### config.mk
export PLATFORM = sky130hd
export DESIGN_NAME = slsu_top
export DESIGN_NICKNAME = d
export VERILOG_FILES = /design/src/verilog/slsu_pkg.sv /design/src/verilog/slsu_cache.sv /design/src/verilog/slsu_shifter.sv /design/src/verilog/slsu_top.sv
export SDC_FILE = /design/constraint.sdc
export NUM_CORES = 2
export LEC_CHECK = 0
export CAP_MARGIN = 20
export CORE_ASPECT_RATIO = 0.8
export CORE_MARGIN = 2
export CORE_UTILIZATION = 30
export CTS_CLUSTER_DIAMETER = 150
export DETAILED_ROUTE_END_ITERATION = 8
export DONT_BUFFER_PORTS = 1
export SETUP_SLACK_MARGIN = 0.02
export SYNTH_ARGS = -nofsm -noshare
export SYNTH_HDL_FRONTEND = slang
export SYNTH_SLANG_ARGS = --single-unit
### constraint.sdc
create_clock -name pclk -period 14.38 [get_ports pclk]
set_clock_uncertainty 0.15 [all_clocks]
set_input_delay 2.157 -clock pclk [delete_from_list [all_inputs] [get_ports pclk]]
set_output_delay 2.157 -clock pclk [all_outputs]
set_load 0.05 [all_outputs]
### src/verilog/slsu_pkg.sv
// Constants, register map and types shared by the single load/store unit
package slsu_pkg;

	// ----------------------------------------------------------------
	// Register map (byte addresses on the APB)
	// ----------------------------------------------------------------
	localparam int unsigned  AW           = 12;
	localparam logic [11:0]  OFF_CTRL     = 12'h000;
	localparam logic [11:0]  OFF_INSTR    = 12'h004;
	localparam logic [11:0]  OFF_BASE     = 12'h008;
	localparam logic [11:0]  OFF_OFFREG   = 12'h00C;
	localparam logic [11:0]  OFF_SRC      = 12'h010;
	localparam logic [11:0]  OFF_IADDR    = 12'h014;
	localparam logic [11:0]  OFF_FLAGS    = 12'h018;
	localparam logic [11:0]  OFF_STATUS   = 12'h01C;
	localparam logic [11:0]  OFF_LOADDATA = 12'h020;
	localparam logic [11:0]  OFF_WBVALUE  = 12'h024;
	localparam logic [11:0]  OFF_XADDR    = 12'h028;

	// ----------------------------------------------------------------
	// Field positions
	// ----------------------------------------------------------------
	localparam int unsigned  CTRL_GO      = 0;
	localparam int unsigned  CTRL_CACHE   = 1;
	localparam int unsigned  CTRL_UPD_DIS = 2;
	localparam int unsigned  CTRL_USER    = 3;
	localparam int unsigned  ST_BUSY      = 0;
	localparam int unsigned  ST_DONE      = 1;
	localparam int unsigned  ST_ADDR_EXC  = 2;
	localparam int unsigned  ST_ABORT     = 3;
	localparam int unsigned  ST_ILLEGAL   = 4;
	localparam int unsigned  ST_HIT       = 5;
	localparam int unsigned  ST_WB        = 6;
	localparam int unsigned  ST_PC_ONLY   = 7;
	localparam int unsigned  IN_REG_OFF   = 25;
	localparam int unsigned  IN_PRE       = 24;
	localparam int unsigned  IN_UP        = 23;
	localparam int unsigned  IN_BYTE      = 22;
	localparam int unsigned  IN_WB        = 21;
	localparam int unsigned  IN_LOAD      = 20;
	localparam int unsigned  IN_RN_LSB    = 16;
	localparam int unsigned  IN_RD_LSB    = 12;
	localparam int unsigned  IN_SH_AMT    = 7;
	localparam int unsigned  IN_SH_TYPE   = 5;
	localparam int unsigned  IN_SH_REG    = 4;

	// ----------------------------------------------------------------
	// Values
	// ----------------------------------------------------------------
	localparam logic [31:0]  RST_WORD     = 32'h0000_0000;
	localparam logic [3:0]   PC_REG_NUM   = 4'hF;
	localparam logic [31:0]  PC_AHEAD_OP  = 32'h0000_0008;
	localparam logic [31:0]  PC_AHEAD_ST  = 32'h0000_000C;
	localparam logic [31:0]  PC_MASK      = 32'h03FF_FFFC;
	localparam logic [31:0]  PSR_MASK     = 32'hFC00_0003;
	localparam logic [31:0]  ADDR_BAD     = 32'hFC00_0000;
	localparam int unsigned  CACHE_LINES  = 4;
	localparam int unsigned  CACHE_TAG_W  = 22;

	typedef enum logic [1:0] {
		SH_LSL = 2'b00,
		SH_LSR = 2'b01,
		SH_ASR = 2'b10,
		SH_ROR = 2'b11
	} slsu_shift_t;

	typedef enum logic [1:0] {
		S_IDLE = 2'b00,
		S_BUS  = 2'b01
	} slsu_state_t;

endpackage

### src/verilog/slsu_cache.sv
// Small direct-mapped data cache with write-through update
`timescale 1ns/10ps
`default_nettype none
module slsu_cache
	import slsu_pkg::*;
(
	// Clock and reset
	input  wire logic         pclk,
	input  wire logic         presetn,
	// Lookup side
	input  wire logic         lk_en,
	input  wire logic [31:0]  lk_addr,
	output logic              lk_hit,
	output logic [31:0]       lk_data,
	// Write side: fill allocates, update touches only a present line
	input  wire logic         wr_fill,
	input  wire logic         wr_upd,
	input  wire logic         wr_byte,
	input  wire logic [31:0]  wr_addr,
	input  wire logic [31:0]  wr_data
);
	typedef struct packed {
		logic [CACHE_LINES-1:0]                   valid;
		logic [CACHE_LINES-1:0][CACHE_TAG_W-1:0]  tag;
		logic [CACHE_LINES-1:0][31:0]             data;
	} slsu_cache_t;

	slsu_cache_t s_q;
	slsu_cache_t s_d;
	logic [1:0]  lidx;
	logic [1:0]  widx;
	logic        whit;

	// Lookup
	assign lidx    = lk_addr[3:2];
	assign widx    = wr_addr[3:2];
	assign lk_hit  = lk_en && s_q.valid[lidx] && (s_q.tag[lidx] == lk_addr[25:4]);
	assign lk_data = s_q.data[lidx];
	assign whit    = s_q.valid[widx] && (s_q.tag[widx] == wr_addr[25:4]);

	// Fill on word load miss, patch only the written lane on a byte store
	always_comb begin
		s_d = s_q;
		if (wr_fill) begin
			s_d.valid[widx] = 1'b1;
			s_d.tag[widx]   = wr_addr[25:4];
			s_d.data[widx]  = wr_data;
		end else if (wr_upd && whit) begin
			if (wr_byte)
				s_d.data[widx][{wr_addr[1:0], 3'b000} +: 8] = wr_data[7:0];
			else
				s_d.data[widx] = wr_data;
		end
	end

	always_ff @(posedge pclk or negedge presetn) begin
		if (!presetn)
			s_q <= '0;
		else
			s_q <= s_d;
	end

endmodule
`default_nettype wire

### src/verilog/slsu_shifter.sv
// Immediate-count barrel shifter for register offsets
`timescale 1ns/10ps
`default_nettype none
module slsu_shifter
	import slsu_pkg::*;
(
	// Operand
	input  wire logic [31:0]  value,
	input  wire logic         carry_in,
	// Shift control, count always from the instruction
	input  wire slsu_shift_t  sh_type,
	input  wire logic [4:0]   amount,
	// Result
	output logic [31:0]       result
);
	logic [63:0] dbl;

	// Count zero encodes LSR/ASR by 32 and RRX
	always_comb begin
		dbl    = {value, value} >> amount;
		result = value;
		unique case (sh_type)
			SH_LSL: result = value << amount;
			SH_LSR: result = (amount == 5'd0) ? RST_WORD : (value >> amount);
			SH_ASR: result = (amount == 5'd0) ? {32{value[31]}} : 32'($signed(value) >>> amount);
			SH_ROR: result = (amount == 5'd0) ? {carry_in, value[31:1]} : dbl[31:0];
		endcase
	end

endmodule
`default_nettype wire

### src/verilog/slsu_top.sv
// Single-register load/store unit with APB control and memory bus master
//
// Chosen here: the register offsets and the APB slave port.
`timescale 1ns/10ps
`default_nettype none
module slsu_top
	import slsu_pkg::*;
(
	// Clock and reset
	input  wire logic           pclk,
	input  wire logic           presetn,
	// APB slave
	input  wire logic           psel,
	input  wire logic           penable,
	input  wire logic           pwrite,
	input  wire logic [AW-1:0]  paddr,
	input  wire logic [31:0]    pwdata,
	output logic [31:0]         prdata,
	output logic                pready,
	output logic                pslverr,
	// Memory bus master
	output logic                mem_req,
	output logic                mem_we,
	output logic                mem_byte,
	output logic [31:0]         mem_addr,
	output logic [31:0]         mem_wdata,
	output logic                user_translate_n,
	input  wire logic           mem_ack,
	input  wire logic           mem_abort,
	input  wire logic [31:0]    mem_rdata,
	// Trap indications, one cycle each
	output logic                addr_exc_trap,
	output logic                data_abort_trap
);
	// ----------------------------------------------------------------
	// State
	// ----------------------------------------------------------------
	typedef struct packed {
		slsu_state_t  state;
		logic [31:0]  instr;
		logic [31:0]  base;
		logic [31:0]  offreg;
		logic [31:0]  src;
		logic [31:0]  iaddr;
		logic [31:0]  flags;
		logic         cache_en;
		logic         upd_dis;
		logic         user_mode;
		logic         op_load;
		logic         op_byte;
		logic         op_wb;
		logic         op_rd_pc;
		logic         op_rn_pc;
		logic [31:0]  wb_pend;
		logic         mem_req;
		logic         mem_we;
		logic         mem_byte;
		logic [31:0]  mem_addr;
		logic [31:0]  mem_wdata;
		logic         user_translate_n_n;
		logic [7:0]   status;
		logic [31:0]  load_data;
		logic [31:0]  wb_value;
		logic [31:0]  xaddr;
		logic [31:0]  prdata;
		logic         exc_trap;
		logic         abt_trap;
	} slsu_top_t;

	slsu_top_t    s_q;
	slsu_top_t    s_d;

	// Decode and datapath nets
	logic         wr_acc;
	logic         rd_setup;
	logic         mapped;
	logic         go;
	logic         rn_pc;
	logic         rm_pc;
	logic         rd_pc;
	logic [31:0]  pc_op;
	logic [31:0]  pc_st;
	logic [31:0]  base_v;
	logic [31:0]  offreg_v;
	logic [31:0]  src_v;
	logic [31:0]  sh_out;
	logic [31:0]  offset;
	logic [31:0]  modified;
	logic [31:0]  xaddr;
	logic         addr_bad;
	logic         illegal;
	logic         pre;
	logic         do_wb;
	logic         c_hit;
	logic [31:0]  c_data;
	logic [31:0]  raw_word;
	logic [1:0]   lane_addr;
	logic [63:0]  dbl;
	logic [31:0]  rot;
	logic [31:0]  ld_val;
	logic         bus_end;
	logic         fill_en;
	logic         upd_en;
	logic [31:0]  c_wdata;

	// ----------------------------------------------------------------
	// APB decode
	// ----------------------------------------------------------------
	// Zero wait states; read data is captured in the setup cycle
	assign wr_acc   = psel && penable && pwrite;
	assign rd_setup = psel && !penable && !pwrite;
	assign pready   = 1'b1;
	assign pslverr  = psel && penable && !mapped;
	assign go       = wr_acc && (paddr == OFF_CTRL) && pwdata[CTRL_GO] && (s_q.state == S_IDLE);

	always_comb begin
		unique case (paddr)
			OFF_CTRL, OFF_INSTR, OFF_BASE, OFF_OFFREG,
			OFF_SRC, OFF_IADDR, OFF_FLAGS, OFF_STATUS,
			OFF_LOADDATA, OFF_WBVALUE, OFF_XADDR: mapped = 1'b1;
			default:                              mapped = 1'b0;
		endcase
	end

	// ----------------------------------------------------------------
	// Operand selection
	// ----------------------------------------------------------------
	// The program counter reads differently by operand position
	assign rn_pc    = (s_q.instr[IN_RN_LSB +: 4] == PC_REG_NUM);
	assign rm_pc    = (s_q.instr[3:0] == PC_REG_NUM);
	assign rd_pc    = (s_q.instr[IN_RD_LSB +: 4] == PC_REG_NUM);
	assign pc_op    = (s_q.iaddr + PC_AHEAD_OP) & PC_MASK;
	assign pc_st    = (s_q.iaddr + PC_AHEAD_ST) & PC_MASK;
	assign base_v   = rn_pc ? pc_op : s_q.base;
	assign offreg_v = rm_pc ? (pc_op | (s_q.flags & PSR_MASK)) : s_q.offreg;
	assign src_v    = rd_pc ? (pc_st | (s_q.flags & PSR_MASK)) : s_q.src;

	// Shift count from bits 11:7 only; a register count is flagged
	slsu_shifter u_shift (
		.value    (offreg_v),
		.carry_in (s_q.flags[29]),
		.sh_type  (slsu_shift_t'(s_q.instr[IN_SH_TYPE +: 2])),
		.amount   (s_q.instr[IN_SH_AMT +: 5]),
		.result   (sh_out)
	);

	// ----------------------------------------------------------------
	// Address generation and checks
	// ----------------------------------------------------------------
	assign illegal  = s_q.instr[IN_REG_OFF] && s_q.instr[IN_SH_REG];
	assign offset   = s_q.instr[IN_REG_OFF] ? sh_out : {20'h0_0000, s_q.instr[11:0]};
	assign modified = s_q.instr[IN_UP] ? (base_v + offset) : (base_v - offset);
	assign pre      = s_q.instr[IN_PRE];
	assign xaddr    = pre ? modified : base_v;
	assign do_wb    = !pre || s_q.instr[IN_WB];
	// Only the presented address is tested, never the written-back one
	assign addr_bad = |(xaddr & ADDR_BAD);

	// ----------------------------------------------------------------
	// Cache
	// ----------------------------------------------------------------
	assign bus_end = (s_q.state == S_BUS) && (mem_ack || mem_abort);
	assign fill_en = bus_end && !mem_abort && s_q.op_load && !s_q.op_byte && s_q.cache_en;
	// Store updates happen even with the cache off, to keep it coherent
	assign upd_en  = bus_end && !mem_abort && !s_q.op_load && !s_q.upd_dis;
	// A fill must take the raw bus word; the store data register holds the source
	assign c_wdata = fill_en ? mem_rdata : s_q.mem_wdata;

	slsu_cache u_cache (
		.pclk    (pclk),
		.presetn (presetn),
		.lk_en   (s_q.cache_en),
		.lk_addr (xaddr),
		.lk_hit  (c_hit),
		.lk_data (c_data),
		.wr_fill (fill_en),
		.wr_upd  (upd_en),
		.wr_byte (s_q.op_byte),
		.wr_addr (s_q.mem_addr),
		.wr_data (c_wdata)
	);

	// ----------------------------------------------------------------
	// Load data formatting
	// ----------------------------------------------------------------
	// Little-endian lanes: rotate right by eight times the byte offset
	always_comb begin
		if (s_q.state == S_BUS) begin
			raw_word  = mem_rdata;
			lane_addr = s_q.mem_addr[1:0];
		end else begin
			raw_word  = c_data;
			lane_addr = xaddr[1:0];
		end
		dbl = {raw_word, raw_word} >> {lane_addr, 3'b000};
		rot = dbl[31:0];
		if (s_q.state == S_BUS ? s_q.op_byte : s_q.instr[IN_BYTE])
			ld_val = {24'h00_0000, rot[7:0]};
		else
			ld_val = rot;
		// A load into the program counter keeps the current flags
		if (s_q.state == S_BUS ? s_q.op_rd_pc : rd_pc)
			ld_val = (ld_val & PC_MASK) | (s_q.flags & PSR_MASK);
	end

	// ----------------------------------------------------------------
	// Next state
	// ----------------------------------------------------------------
	always_comb begin
		s_d          = s_q;
		s_d.exc_trap = 1'b0;
		s_d.abt_trap = 1'b0;

		// Register writes; flags only ever change from software
		if (wr_acc) begin
			unique case (paddr)
				OFF_CTRL: begin
					s_d.cache_en  = pwdata[CTRL_CACHE];
					s_d.upd_dis   = pwdata[CTRL_UPD_DIS];
					s_d.user_mode = pwdata[CTRL_USER];
				end
				OFF_INSTR:  s_d.instr  = pwdata;
				OFF_BASE:   s_d.base   = pwdata;
				OFF_OFFREG: s_d.offreg = pwdata;
				OFF_SRC:    s_d.src    = pwdata;
				OFF_IADDR:  s_d.iaddr  = pwdata;
				OFF_FLAGS:  s_d.flags  = pwdata & PSR_MASK;
				default: ;
			endcase
		end

		unique case (s_q.state)
			S_IDLE: begin
				if (go) begin
					s_d.status   = '0;
					s_d.xaddr    = xaddr;
					s_d.op_load  = s_q.instr[IN_LOAD];
					s_d.op_byte  = s_q.instr[IN_BYTE];
					s_d.op_wb    = do_wb;
					s_d.op_rd_pc = rd_pc;
					s_d.op_rn_pc = rn_pc;
					s_d.wb_pend  = modified;
					if (illegal) begin
						s_d.status[ST_ILLEGAL] = 1'b1;
						s_d.status[ST_DONE]    = 1'b1;
					end else if (addr_bad) begin
						// Suppressed: no bus cycle and no write-back
						s_d.status[ST_ADDR_EXC] = 1'b1;
						s_d.status[ST_DONE]     = 1'b1;
						s_d.exc_trap            = 1'b1;
					end else if (s_q.instr[IN_LOAD] && c_hit) begin
						s_d.load_data       = ld_val;
						s_d.status[ST_HIT]  = 1'b1;
						s_d.status[ST_DONE] = 1'b1;
						s_d.status[ST_PC_ONLY] = rd_pc;
						if (do_wb) begin
							s_d.wb_value      = modified;
							s_d.status[ST_WB] = 1'b1;
							if (!rn_pc)
								s_d.base = modified;
						end
					end else begin
						s_d.state     = S_BUS;
						s_d.status[ST_BUSY] = 1'b1;
						s_d.mem_req   = 1'b1;
						s_d.mem_we    = !s_q.instr[IN_LOAD];
						s_d.mem_byte  = s_q.instr[IN_BYTE];
						s_d.mem_addr  = xaddr;
						s_d.mem_wdata = s_q.instr[IN_BYTE] ? {4{src_v[7:0]}} : src_v;
						// User translation forced for post-index with write-back
						s_d.user_translate_n_n   = !(!pre && s_q.instr[IN_WB] && !s_q.user_mode)
						                && !s_q.user_mode;
					end
				end
			end
			S_BUS: begin
				if (bus_end) begin
					s_d.state           = S_IDLE;
					s_d.mem_req         = 1'b0;
					s_d.mem_we          = 1'b0;
					s_d.user_translate_n_n         = 1'b1;
					s_d.status[ST_BUSY] = 1'b0;
					s_d.status[ST_DONE] = 1'b1;
					if (mem_abort) begin
						// Nothing is committed, so the transfer can be retried
						s_d.status[ST_ABORT] = 1'b1;
						s_d.abt_trap         = 1'b1;
					end else begin
						if (s_q.op_load) begin
							s_d.load_data          = ld_val;
							s_d.status[ST_PC_ONLY] = s_q.op_rd_pc;
						end
						if (s_q.op_wb) begin
							s_d.wb_value      = s_q.wb_pend;
							s_d.status[ST_WB] = 1'b1;
							if (!s_q.op_rn_pc)
								s_d.base = s_q.wb_pend;
						end
					end
				end
			end
			default: s_d.state = S_IDLE;
		endcase

		// Read data captured at setup so it is steady for the access phase
		if (rd_setup) begin
			unique case (paddr)
				OFF_CTRL:     s_d.prdata = {28'h000_0000, s_q.user_mode, s_q.upd_dis, s_q.cache_en, 1'b0};
				OFF_INSTR:    s_d.prdata = s_q.instr;
				OFF_BASE:     s_d.prdata = s_q.base;
				OFF_OFFREG:   s_d.prdata = s_q.offreg;
				OFF_SRC:      s_d.prdata = s_q.src;
				OFF_IADDR:    s_d.prdata = s_q.iaddr;
				OFF_FLAGS:    s_d.prdata = s_q.flags;
				OFF_STATUS:   s_d.prdata = {24'h00_0000, s_q.status};
				OFF_LOADDATA: s_d.prdata = s_q.load_data;
				OFF_WBVALUE:  s_d.prdata = s_q.wb_value;
				OFF_XADDR:    s_d.prdata = s_q.xaddr;
				default:      s_d.prdata = RST_WORD;
			endcase
		end
	end

	// ----------------------------------------------------------------
	// State register
	// ----------------------------------------------------------------
	always_ff @(posedge pclk or negedge presetn) begin
		if (!presetn) begin
			s_q         <= '0;
			s_q.state   <= S_IDLE;
			s_q.user_translate_n_n <= 1'b1;
		end else begin
			s_q <= s_d;
		end
	end

	// Outputs straight from flops
	assign prdata           = s_q.prdata;
	assign mem_req          = s_q.mem_req;
	assign mem_we           = s_q.mem_we;
	assign mem_byte         = s_q.mem_byte;
	assign mem_addr         = s_q.mem_addr;
	assign mem_wdata        = s_q.mem_wdata;
	assign user_translate_n = s_q.user_translate_n_n;
	assign addr_exc_trap    = s_q.exc_trap;
	assign data_abort_trap  = s_q.abt_trap;

endmodule
`default_nettype wire
==> run metrics <==
Worst Setup EP=mem_addr[17]; Synth top area share=0.339; Rows=129; Initial Util=0.302; register area share after synthesis=0.340; Tot Pwr=4.02 mW; Syn Area/Cell=9.11 um^2; Critical Path Stages=35; Cells after DPL=6832; family with the most delay on the worst path=simple AND/OR/NAND/NOR gates; layout cells sized above 1=0.170; reg2reg end=mem_addr[17]; Routed Wire Length=247000 um; Most used DFF post-synth=dfrtp_1; H-tree level count=3; vias in the first global route=41400; Finished Core Util=0.331; WL/cell=35.3 um; All-Layer GR Usage=0.302; dpl ws=2.35 ns; Ys Warns=0; minimum hold slack=roughly 0.33 ns; vias per cell=about 6.4; RSZ-0062 raised after global routing=false; DIE HEIGHT=357 um; P_leak=between 20 and 25 nW; first-pass GRT wire length=between 300000 and 400000 um; # fillers=15800; Post-CTS Setup Bufs=0; non-filler cells, final=6999; DRC violations left=0; HP Class=flop to flop; post_cts resized=0; endpoints failing setup=0; Detailed Place HPWL=184000 um; core box area=about 150000 um^2; top cells by area, synth=dfrtp_1 (34%), mux2i_1 (8.0%), mux2_2 (7.3%); worst reg2reg path depth=35; clk_lat worst skew=0.71 ns; cts bufs inserted=76; unique cell type count in the Yosys netlist=111; Crit Path Class=flop to flop; Tcrit/Tclk final=0.893; drt initial violations=7284; max-slew violations=0; clock sinks=approximately 640; Async S/R FF share, synth=1.00; Crit path arrival time=13.20 ns; die area=159000 um^2; Detailed Routing Iterations Pass 1=8; largest stage delay on the critical path=a little under 0.8 ns; CTS root buf=clkbuf_16; Tmin final=12.85 ns; Die X=445 um; hold-fix buffers at CTS=0; Final Hold Fails=0; Critical Path Start=s_q[281]; Worst slew margin=0.126; Critical Path Slowest Stage Cell=or4_1; critical path launch point type=flop; critical path capture point type=flop; top cells by instance count after synthesis=dfrtp_1 (634), nor2_1 (617), nand2_1 (440); final net count=5014; Pwr Density=78.5 nW/um^2; IO buf count=0; CP bufs+invs=4; number of flops mapped to enable cells by yosys=0; cells after synthesis=around 5100; Layout area overhead=9.59%; Worst Path Max Fanout=64; Mapped Nets=5260; most frequent cell after synthesis=dfrtp_1; # IOs=187; Required @ worst endpoint=14.74 ns; Slew @ Worst Pin=1.30 ns; max cap viols=0; gp weighted congestion=1.07; worst vdd ir=81.5 uV; Finished Cell Area=51300 um^2; remaining antenna violation count=0; maximum clock frequency=roughly 78 MHz; Worst-path clk slew=0.06 ns; maximum root-to-sink buffer count=3; largest net degree at the start of global routing=636; GRT overflow=0; initial antenna violation count=24; status=finished clean; DP Area=slightly below 50000 um^2; worst reg-to-reg setup slack=approximately 1.5 ns; synthesized area=46800 um^2; Synth area leader=dfrtp_1; setup TNS=0 ns; post-synthesis register bit count=approximately 640; worst setup margin=1.53 ns; Reg-to-Reg Start=s_q[281]; CTS tree=yes; via count=about 45000
-- cell families after synthesis --
logic type,count (synthesis),share of synthesized area
compound gates,1373,0.200
fa+ha+maj,41,0.0111
buf+inv,601,0.0588
simple gates,1511,0.147
other cells,1,0.0000802
flops,635,0.340
xor+xnor,156,0.0292
mux,818,0.214
-- power breakdown --
part           internal, mW  leakage, nW  switching, mW
clock                  1.14         1.25          0.878
sequential             1.80         8.51         0.0854
combinational        0.0320         12.4         0.0907
total                  2.97         22.2           1.05
-- worst register-to-register path, delay by kind of cell, from the launching register on --
family	cells	cell delay, ns
fa+ha+maj	3	0.83
simple gates	14	4.98
mux	1	0.14
buf+inv	4	1.24
compound gates	11	4.39
xor+xnor	2	0.53
flops	1	0.39
-- flip-flops by register name (all words and copies together), names as in the netlist --
signal            count
mem_req               1
prdata               32
pre                   1
mem_byte              1
mem_addr             32
addr_exc_trap         1
data_abort_trap       1
user_translate_n      1
u_cache.s_q         220
s_q                 312
mem_we                1
mem_wdata            32
-- how the worst min path moves through the flow --
stage | start | endpoint | slack (ns) | cells after the start
2_1_floorplan | s_q[238] | s_q[238] | 0.29 | 2
3_3_place_gp | s_q[238] | s_q[238] | 0.31 | 2
3_5_place_dp | s_q[238] | s_q[238] | 0.31 | 2
4_1_cts | s_q[238] | s_q[238] | 0.32 | 2
5_1_grt | s_q[62] | s_q[62] | 0.36 | 2
6_report | s_q[238] | s_q[238] | 0.33 | 2
-- per-layer routing --
metal  GRT usage  vias to the layer above  wire length, um
met5           0                        -              138
met2       0.417                     3050            99100
met3       0.113                      495            32800
met4       0.125                       22            11900
li1            -                    18500                -
met1       0.418                    23100           103000
-- layout make-up --
type | count | area [um^2] | share of cell area
Tap cell | 2030 | 2540 | 0.0496
Sequential cell | 635 | 15900 | 0.311
Clock buffer | 100 | 2110 | 0.0412
Inverter | 100 | 377 | 0.00735
Antenna cell | 21 | 52.6 | 0.00103
Clock inverter | 36 | 443 | 0.00864
Timing Repair Buffer | 177 | 1450 | 0.0283
Multi-Input combinational cell | 3900 | 28400 | 0.553
-- cell usage in the layout, fill, tap and decap left out, types with 42 or more instances in the layout --
cell / count
nand2_1: 439
mux2i_1: 370
xor2_1: 52
nor3_1: 51
nand4_1: 43
inv_1: 96
a31oi_1: 75
a21oi_1: 301
o211ai_1: 50
clkbuf_16: 76
o21ai_0: 298
mux4_2: 110
a221oi_1: 87
and2_1: 42
xnor2_1: 104
nor2_1: 596
dfrtp_1: 625
nand3_1: 61
a22oi_1: 73
buf_4: 168
mux2_2: 303
a21o_1: 44
a22o_1: 76
(Power assumes the default switching activity.)
